==> src/aperture_ref_defs.vh <==
// constants for the aperture delay and reference windowing block
// assumes an apb slave at 32-bit data, word-aligned registers
//
// What this block does
// - invert control adds exactly half a clock period of delay.
// - coarse and fine delays each offer 256 settings as separate codes.
// - invert, coarse and fine act independently and their delays add.
// - all internal clocks shift by total delay, moving output and capture.
// - delay may change live; link may glitch; host should use ramp.
// - with ramp on, applied coarse delay steps toward new written value.
// - ramp speed selects 1 or 4 coarse steps per 384 clocks.
// - with ramp on, each coarse write starts a new ramp.
// - reference captured on a deterministic clock edge every power-on.
// - single-channel mode samples both edges, doubling reference window.
// - detector stores reference position in a readable flag vector.
// - position flags valid only after 3 reference rising edges.
// - flag bit 1 marks possible setup/hold violation, 0 a valid position.
// - 24 positions exist; select field takes only 0 to 15.
// - position bits 0 and 23 always read as 1.
// - zoom 0 gives coarse position steps, 1 gives fine steps.
// - calibration searches delays until clock falls at reference rise.
`ifndef APERTURE_REF_DEFS_VH
`define APERTURE_REF_DEFS_VH

`define ADDR_DELAY_CTRL 12'h000
`define ADDR_REF_CTRL   12'h004
`define ADDR_REF_POS    12'h008
`define ADDR_STATUS     12'h00c

// delay control fields
`define DLY_COARSE_LSB  0
`define DLY_FINE_LSB    8
`define DLY_INV_BIT     16
`define DLY_RAMP_EN_BIT 17
`define DLY_RAMP_FAST   18
`define DLY_CTRL_RESET  32'h0000_0000

// reference control fields
`define REF_SEL_LSB     0
`define REF_FINE_BIT    4
`define REF_SINGLE_BIT  5
`define REF_CAL_BIT     6
`define REF_CTRL_RESET  32'h0000_0000

// status fields
`define STS_COARSE_LSB  0
`define STS_FINE_LSB    8
`define STS_INV_BIT     16
`define STS_RAMPING_BIT 17
`define STS_CAL_BUSY    18
`define STS_CAL_DONE    19
`define POS_VALID_BIT   24

`define DELAY_SETTINGS  256
`define POS_COUNT       24
`define SEL_COUNT       16
`define REF_EDGES_VALID 3
`define RAMP_PERIOD     384
`define RAMP_SLOW_STEP  1
`define RAMP_FAST_STEP  4
`define CAL_SETTLE      64

`endif

==> src/aperture_ref_window.v <==
// aperture delay control, coarse ramp, reference position detector,
// reference sample selection and delay search, with an apb register file
// assumes all inputs synchronous to pclk; analog delay line outside
`timescale 1ns/1ps
`include "aperture_ref_defs.vh"

module aperture_ref_window #(
  parameter POS_W      = `POS_COUNT,
  parameter RAMP_LEN   = `RAMP_PERIOD,
  parameter SETTLE_LEN = `CAL_SETTLE,
  parameter HALF_UNITS = 16'd2000,
  parameter CRS_UNITS  = 16'd20,
  parameter FINE_UNITS = 16'd1
) (
  input  wire             pclk,
  input  wire             presetn,
  input  wire             clk_en,
  input  wire             psel,
  input  wire             penable,
  input  wire             pwrite,
  input  wire [11:0]      paddr,
  input  wire [31:0]      pwdata,
  output reg  [31:0]      prdata,
  output wire             pready,
  output wire             pslverr,
  input  wire [POS_W-1:0] ref_tap_samples,
  input  wire             ref_edge_aligned,
  output reg              clock_invert_select,
  output reg  [7:0]       coarse_delay_code,
  output reg  [7:0]       fine_delay_code,
  output reg  [23:0]      total_delay_units,
  output reg              ref_step_fine,
  output reg              sample_both_edges,
  output reg              ref_captured,
  output reg              ref_capture_pulse
);

  localparam CAL_IDLE   = 2'd0;
  localparam CAL_SETTLE = 2'd1;
  localparam CAL_CHECK  = 2'd2;
  localparam CAL_DONE   = 2'd3;

  reg [31:0]      dly_ctrl_ff;
  reg [31:0]      ref_ctrl_ff;
  reg [7:0]       coarse_act_ff;
  reg [7:0]       fine_act_ff;
  reg             inv_act_ff;
  reg [8:0]       ramp_cnt_ff;
  reg [POS_W-1:0] flags_ff;
  reg [1:0]       edge_cnt_ff;
  reg             center_ff;
  reg             cap_ff;
  reg [1:0]       cal_state_ff;
  reg [7:0]       cal_wait_ff;
  reg             cal_en_d_ff;

  wire       wr_en   = clk_en & psel & penable & pwrite;
  wire       wr_dly  = wr_en & (paddr == `ADDR_DELAY_CTRL);
  wire       wr_ref  = wr_en & (paddr == `ADDR_REF_CTRL);
  wire [7:0] coarse_target = dly_ctrl_ff[`DLY_COARSE_LSB +: 8];
  wire       ramp_en   = dly_ctrl_ff[`DLY_RAMP_EN_BIT];
  wire       ramp_fast = dly_ctrl_ff[`DLY_RAMP_FAST];
  wire [3:0] sel       = ref_ctrl_ff[`REF_SEL_LSB +: 4];
  wire       cal_en    = ref_ctrl_ff[`REF_CAL_BIT];
  wire       cal_busy  = (cal_state_ff == CAL_SETTLE) |
                         (cal_state_ff == CAL_CHECK);
  // the search owns the coarse code, so it is not a ramp meanwhile
  wire       ramping   = (coarse_act_ff != coarse_target) & ~cal_busy;
  wire       cal_done  = (cal_state_ff == CAL_DONE);
  // one ramp step per period of enabled cycles
  wire       ramp_tick = (ramp_cnt_ff == RAMP_LEN - 1);
  wire       pos_valid = (edge_cnt_ff == 2'd`REF_EDGES_VALID);
  wire       center_now = ref_tap_samples[POS_W/2];
  wire       ref_rise   = center_now & ~center_ff;

  // a single step of the ramp, never overshooting the target
  function [7:0] ramp_step;
    input [7:0] cur;
    input [7:0] tgt;
    input       fast;
    reg   [8:0] step;
    begin
      step = fast ? 9'd`RAMP_FAST_STEP : 9'd`RAMP_SLOW_STEP;
      if (tgt > cur)
        ramp_step = ({1'b0, tgt} - {1'b0, cur} <= step) ? tgt :
                    cur + step[7:0];
      else
        ramp_step = ({1'b0, cur} - {1'b0, tgt} <= step) ? tgt :
                    cur - step[7:0];
    end
  endfunction

  // one decode of the four word registers; anything else is refused
  function addr_mapped;
    input [11:0] a;
    begin
      addr_mapped = (a == `ADDR_DELAY_CTRL) | (a == `ADDR_REF_CTRL) |
                    (a == `ADDR_REF_POS) | (a == `ADDR_STATUS);
    end
  endfunction

  // a tap that disagrees with either neighbour sits close to a clock edge
  function edge_near;
    input left;
    input mid;
    input right;
    begin
      edge_near = (mid ^ left) | (mid ^ right);
    end
  endfunction

  // weighted sum of the three delay parts, kept at the output width
  function [23:0] delay_units;
    input       inv;
    input [7:0] crs;
    input [7:0] fin;
    begin
      delay_units = (inv ? {8'h00, HALF_UNITS} : 24'h000000) +
                    crs * CRS_UNITS +
                    fin * FINE_UNITS;
    end
  endfunction

  // zero wait states: every access phase completes at its first edge
  assign pready  = 1'b1;
  assign pslverr = psel & penable & ~addr_mapped(paddr);

  // register writes
  always @(posedge pclk or negedge presetn) begin
    if (!presetn) begin
      dly_ctrl_ff <= `DLY_CTRL_RESET;
      ref_ctrl_ff <= `REF_CTRL_RESET;
    end else if (clk_en) begin
      // live rewrites are allowed; the ramp softens the coarse step
      if (wr_dly)
        dly_ctrl_ff <= {13'h0000, pwdata[18:0]};
      if (wr_ref)
        ref_ctrl_ff <= {25'h0000000, pwdata[6:0]};
    end
  end

  // read word chosen from the address; unmapped offsets read zero
  reg [31:0] nxt_rdata;
  always @* begin
    case (paddr)
      `ADDR_DELAY_CTRL: nxt_rdata = dly_ctrl_ff;
      `ADDR_REF_CTRL:   nxt_rdata = ref_ctrl_ff;
      `ADDR_REF_POS:    nxt_rdata = {7'h00, pos_valid, flags_ff};
      `ADDR_STATUS:     nxt_rdata = {12'h000, cal_done, cal_busy,
                                     ramping, inv_act_ff,
                                     fine_act_ff, coarse_act_ff};
      default:          nxt_rdata = 32'h0000_0000;
    endcase
  end

  // read data comes from a flop, valid in the access phase
  always @(posedge pclk or negedge presetn) begin
    if (!presetn) begin
      prdata <= 32'h0000_0000;
    end else if (clk_en && psel && !penable && !pwrite) begin
      prdata <= nxt_rdata;
    end
  end

  // applied delay: ramp, direct load, or calibration search
  always @(posedge pclk or negedge presetn) begin
    if (!presetn) begin
      coarse_act_ff <= 8'h00;
      fine_act_ff   <= 8'h00;
      inv_act_ff    <= 1'b0;
      ramp_cnt_ff   <= 9'h000;
      cal_state_ff  <= CAL_IDLE;
      cal_wait_ff   <= 8'h00;
      cal_en_d_ff   <= 1'b0;
    end else if (clk_en) begin
      // a search starts on a fresh enable only, not on a held one
      cal_en_d_ff <= cal_en;
      case (cal_state_ff)
        CAL_IDLE: begin
          if (cal_en && !cal_en_d_ff) begin
            // search starts non-inverted at zero coarse delay
            coarse_act_ff <= 8'h00;
            inv_act_ff    <= 1'b0;
            cal_wait_ff   <= 8'h00;
            cal_state_ff  <= CAL_SETTLE;
          end else begin
            fine_act_ff <= dly_ctrl_ff[`DLY_FINE_LSB +: 8];
            inv_act_ff  <= dly_ctrl_ff[`DLY_INV_BIT];
            if (!ramp_en || wr_dly) begin
              // a fresh write restarts the ramp period cleanly
              ramp_cnt_ff <= 9'h000;
              if (!ramp_en)
                coarse_act_ff <= coarse_target;
            end else if (coarse_act_ff != coarse_target) begin
              if (ramp_tick) begin
                ramp_cnt_ff   <= 9'h000;
                coarse_act_ff <= ramp_step(coarse_act_ff, coarse_target,
                                           ramp_fast);
              end else begin
                ramp_cnt_ff <= ramp_cnt_ff + 9'h001;
              end
            end else begin
              ramp_cnt_ff <= 9'h000;
            end
          end
        end
        CAL_SETTLE: begin
          if (!cal_en)
            cal_state_ff <= CAL_IDLE;
          else if (cal_wait_ff == SETTLE_LEN - 1)
            cal_state_ff <= CAL_CHECK;
          else
            cal_wait_ff <= cal_wait_ff + 8'h01;
        end
        CAL_CHECK: begin
          cal_wait_ff <= 8'h00;
          if (!cal_en) begin
            cal_state_ff <= CAL_IDLE;
          end else if (ref_edge_aligned ||
                       (inv_act_ff && coarse_act_ff == 8'hff)) begin
            cal_state_ff <= CAL_DONE;
          end else begin
            // low coarse first in both polarities keeps clock loss low
            if (coarse_act_ff == 8'hff)
              inv_act_ff <= 1'b1;
            coarse_act_ff <= coarse_act_ff + 8'h01;
            cal_state_ff  <= CAL_SETTLE;
          end
        end
        CAL_DONE: begin
          // found setting holds until software rewrites the delay or clears the search enable
          if (wr_dly || !cal_en)
            cal_state_ff <= CAL_IDLE;
        end
        default: cal_state_ff <= CAL_IDLE;
      endcase
    end
  end

  // delay outputs to the analog clock path, shifting every clock
  always @(posedge pclk or negedge presetn) begin
    if (!presetn) begin
      clock_invert_select <= 1'b0;
      coarse_delay_code   <= 8'h00;
      fine_delay_code     <= 8'h00;
      total_delay_units   <= 24'h000000;
      ref_step_fine       <= 1'b0;
      sample_both_edges   <= 1'b0;
    end else if (clk_en) begin
      clock_invert_select <= inv_act_ff;
      coarse_delay_code   <= coarse_act_ff;
      fine_delay_code     <= fine_act_ff;
      total_delay_units   <= delay_units(inv_act_ff, coarse_act_ff,
                                         fine_act_ff);
      ref_step_fine       <= ref_ctrl_ff[`REF_FINE_BIT];
      sample_both_edges   <= ref_ctrl_ff[`REF_SINGLE_BIT];
    end
  end

  // position detector: a tap disagreeing with a neighbour on a
  // reference rise sits near an edge, so it is flagged
  integer i;
  always @(posedge pclk or negedge presetn) begin
    if (!presetn) begin
      flags_ff    <= {POS_W{1'b0}};
      edge_cnt_ff <= 2'd0;
      center_ff   <= 1'b0;
    end else if (clk_en) begin
      center_ff <= center_now;
      if (wr_ref) begin
        // zoom or mode change invalidates the old picture, but a rise
        // in the same cycle still counts, so no event is lost
        edge_cnt_ff <= {1'b0, ref_rise};
      end else if (ref_rise && !pos_valid) begin
        edge_cnt_ff <= edge_cnt_ff + 2'd1;
      end
      if (wr_ref || ref_rise) begin
        for (i = 1; i < POS_W - 1; i = i + 1)
          flags_ff[i] <= (flags_ff[i] & ~wr_ref) |
                         (ref_rise & edge_near(ref_tap_samples[i-1],
                                               ref_tap_samples[i],
                                               ref_tap_samples[i+1]));
      end
      // end positions lack a neighbour, so they are never judged safe
      flags_ff[0]       <= 1'b1;
      flags_ff[POS_W-1] <= 1'b1;
    end
  end

  // reference capture at the selected tap, one fixed clock edge
  always @(posedge pclk or negedge presetn) begin
    if (!presetn) begin
      cap_ff            <= 1'b0;
      ref_captured      <= 1'b0;
      ref_capture_pulse <= 1'b0;
    end else if (clk_en) begin
      // fixed two-flop path keeps capture latency equal at every start
      cap_ff            <= ref_tap_samples[sel];
      ref_captured      <= cap_ff;
      ref_capture_pulse <= cap_ff & ~ref_captured;
    end
  end

endmodule // aperture_ref_window

==> config.mk <==
export PLATFORM = sky130hd
export DESIGN_NAME = aperture_ref_window
export DESIGN_NICKNAME = d
export VERILOG_FILES = /design/src/aperture_ref_window.v
export VERILOG_INCLUDE_DIRS = /design/src
export SDC_FILE = /design/constraint.sdc
export NUM_CORES = 1
export LEC_CHECK = 0
export BUFFER_PORTS_ARGS = -buffer_cell sky130_fd_sc_hd__buf_2
export CORE_MARGIN = 1
export CORE_UTILIZATION = 58
export DETAILED_ROUTE_END_ITERATION = 12
export MAX_ROUTING_LAYER = met4
export PLACE_DENSITY = 0.82
export RECOVER_POWER = 50
export SETUP_SLACK_MARGIN = 0.02
export SYNTH_ARGS = -nofsm -noshare
export SYNTH_HDL_FRONTEND = slang
export SYNTH_SLANG_ARGS = --single-unit
==> constraint.sdc <==
create_clock -name pclk -period 4.16 [get_ports pclk]
set_clock_uncertainty 0.15 [all_clocks]
set_input_delay 0.208 -clock pclk [delete_from_list [all_inputs] [get_ports pclk]]
set_output_delay 0.208 -clock pclk [all_outputs]
set_load 0.05 [all_outputs]
==> impl_metrics.toml <==
[clock_tree]
cts_tree = "yes"
numClockSinks = 148
cts_resized = 0
clockRootBuffer = "clkbuf_16"
cts_made_buffers = 17
clk_latency_ns = 0.43
path_clk_slew_ns = 0.07
clockBufferDepth = 2
cts_max_level = 4

[critical_path]
endpoint_kind = "flop"
max_stage_delay_ns = 0.57
crit_chain = "ha_1, ha_1, inv_1, fa_1, fa_1, inv_1, ha_1, a21oi_1, o21bai_1, a21oi_1, o21ai_0, and3b_1, o211ai_1, o21ai_0"
path_common_cell = "ha_1"
path_class = "reg -> reg"
crit_required_ns = 4.30
r2r_setup_slack_ns = 0.21
r2r_cells = 14
crit_slowest_cell = "dfrtp_1"
worstPathArrival_ns = 4.09
r2r_start = "coarse_act_ff[0]$_DFFE_PN0P_"
rr_endpoint = "total_delay_units[13]$_DFFE_PN0P_"
start_kind = "flop"
cp_max_fo = 8

[floorplanning]
rows = 46
dieWidth_um = 130.2
initial_core_util_pct = 59.75
ios = 154
fp.dieArea_sq_um = 16940
core-area_sq_um = 15940
dieHeight_um = 130.2

[cells_and_area]
multi_input_area_sq_um = 5255
nets = 1244
drive_above_1_share_pct = 19.14
final_cell_mix = "dfrtp_1, nand2_1, mux2_2"
fin_cells = 1329
fin_area_sq_um = 10960
regArea_sq_um = 3704
layout_commonest_cell = "dfrtp_1"
postLayoutCoreUtil_pct = 68.72
antenna_cells = 0
syn_to_final_growth_pct = 15.01
nFillCells = 1181

[global_routing]
grt_usage_pct = 32.09
grt_max_degree = 88
grt_overflow = 0
antenna_found_initial = 0
grt_pass1_vias = 7900
grt_first_pass_wirelength_um = 40050

[yosys]
synth_edf_count = 0
yosysTopAreaCell = "dfrtp_1"
ys.flop_type = "dfrtp_1"
ys_seq_area_share_pct = 38.88
syn_inst = 964
synth_top_area_share_pct = 38.88
synth_warnings = 0
netlist-cell-type-count = 86
synthArstFlopShare_pct = 100.0
synthTopCellsByArea = "dfrtp_1, mux2_2, ha_1, nand2_1, o21ai_0"
synth.avg_cell_area_sq_um = 9.881
synth_area_sq_um = 9525
synth_seq_cells = 148

[route]
vias = 8144
ant_nets = 0
routed_via_density = 6.128
drc_errors = 0
drtPass1Iterations = 8
routedWlPerCell_um = 18.89
wl_um = 25110
detail_route.iter0.violations = 531

[sta]
slew_headroom_pct = -52.19
fin_tns_setup_ns = 0
setup_viol = 0
min_period_ns = 3.946
drv_slew = 155
rsz0062_at_grt = "no"
fmax_mhz = 253.4
hold_violations = 0
fin_crit_sh_pct = 94.86
worst_slew_pin_slew_ns = 2.283

[worst_hold_path]
min_to = "flags_ff[20]$_DFFE_PN0P_"
min_path_type = "in -> reg"
hold_start = "ref_tap_samples[21]"
holdPathStages = 3

[power]
powerDensity_nw_per_um2 = 431.4
clockPowerShare_pct = 30.7
peakVddDrop_mv = 0.2785
p_leak_uw = 0.004984
p_comb_share_pct = 34.8
p_seq_share_pct = 34.5
power.switching_uw = 1799
power.share.switching_pct = 38.06
internal_power_uw = 2928

[placed_design]
place.gp.congestion = 0.9655
dp_hpwl_um = 17430
postPlaceCellArea_sq_um = 10200
dp_cells = 1268
port_buffers = 122

[status]
violations = "max-capacitance violations, max-slew violations"
outcome = "finished, violations left"

[flow_run]
max_cap_violations = 3
## synthesized netlist by cell type, types with 8 or more instances
| cell type | n |
|---|---|
| a21o_1 | 8 |
| nand4_1 | 8 |
| o21ai_0 | 55 |
| mux2i_1 | 17 |
| a21oi_1 | 47 |
| o31ai_1 | 19 |
| dfrtp_1 | 148 |
| nand3_1 | 38 |
| nand2b_1 | 8 |
| nor2_1 | 69 |
| ha_1 | 62 |
| xnor2_1 | 19 |
| mux2_2 | 70 |
| clkbuf_1 | 31 |
| buf_4 | 22 |
| a32o_1 | 20 |
| inv_1 | 53 |
| nand2_1 | 75 |
| or3_1 | 25 |
## power groups by stage
stage	registers, uW	clock network (uW)	logic, uW
6_report	1630	1450	1650
5_1_grt	1640	1520	1800
4_1_cts	1620	1470	1650
3_5_place_dp	1650	0	1620
3_3_place_gp	1640	0	1570
2_1_floorplan	1860	0	1030
## routing by layer
metal | wire (um) | share of wire, % | global-route usage, %
met1 | 10020 | 40 | 39.66
met2 | 12640 | 50 | 51.81
met3 | 1569 | 6.2 | 4.879
met4 | 884 | 3.5 | 15.18
met5 | 0 | 0 | -
## kinds of logic (layout without fill, tap and decap cells)
kind of cell               count (synthesis)  after routing  share of synthesized area [%]
and+or+nand+nor                          274            274                          14.21
xor gates and xnor gates                  23             23                          2.115
adders and majority gates                 69             69                          9.615
DFF                                      148            148                          38.88
other                                      2             18                        0.07884
muxes                                     95             95                          11.84
buffers and inverters                    124            257                          6.581
AOI/OAI and AO/OA                        229            229                          16.68
## sequential cells by signal, summed over array words and instances, names as in the netlist, 2 cells and up
signal             cells
cal_state_ff           2
cal_wait_ff            8
coarse_act_ff          8
coarse_delay_code      8
dly_ctrl_ff           19
edge_cnt_ff            2
fine_act_ff            8
fine_delay_code        8
flags_ff              23
prdata                25
ramp_cnt_ff            9
ref_ctrl_ff            7
total_delay_units     12
## area by class of cell
type / count / share of cell area [%]
Multi-Input combinational cell: 708 / 47.97
Sequential cell: 148 / 33.81
Timing Repair Buffer: 172 / 8.817
Clock buffer: 18 / 4.009
Tap cell: 216 / 2.467
Inverter: 53 / 1.816
Clock inverter: 14 / 1.119
## worst max-delay path: cells and delay by family (launching register included)
family / cells / cell delay, ns
AOI/OAI and AO/OA: 6 / 1.01
adders and majority gates: 5 / 1.77
buffers and inverters: 2 / 0.12
DFF: 1 / 0.57
and+or+nand+nor: 1 / 0.19
## how the worst max path moves through the flow
| stage | start | end | slack, ns | cells after the start |
|---|---|---|---|---|
| 4_1_cts | coarse_act_ff[0]$_DFFE_PN0P_ | total_delay_units[13]$_DFFE_PN0P_ | 0.21 | 14 |
| 5_1_grt | coarse_act_ff[0]$_DFFE_PN0P_ | total_delay_units[13]$_DFFE_PN0P_ | 0.03 | 14 |
| 6_report | coarse_act_ff[0]$_DFFE_PN0P_ | total_delay_units[13]$_DFFE_PN0P_ | 0.21 | 14 |
| 3_5_place_dp | coarse_act_ff[0]$_DFFE_PN0P_ | total_delay_units[13]$_DFFE_PN0P_ | 0.35 | 14 |
| 3_3_place_gp | coarse_act_ff[0]$_DFFE_PN0P_ | total_delay_units[13]$_DFFE_PN0P_ | 0.51 | 14 |
| 2_1_floorplan | coarse_act_ff[1]$_DFFE_PN0P_ | total_delay_units[13]$_DFFE_PN0P_ | 0.58 | 14 |
## per-stage QoR
step	hold WS, ns	power (uW)	worst slack (ns)
after floorplan	-0.2376	2882	0.5766
after global placement	0.1737	3219	0.5105
after detailed placement	0.1858	3267	0.3499
after CTS	0.002421	4741	0.2082
after global routing	0.01872	4960	0.02734
final	0.01325	4727	0.2138
## what timing repair did
action                                  CTS  global route
endpoints found under the hold margin   120             0
setup buffers                             0             0
endpoints found under the setup margin    0             0
hold buffers                             29             0
(Power assumes the default switching activity.)
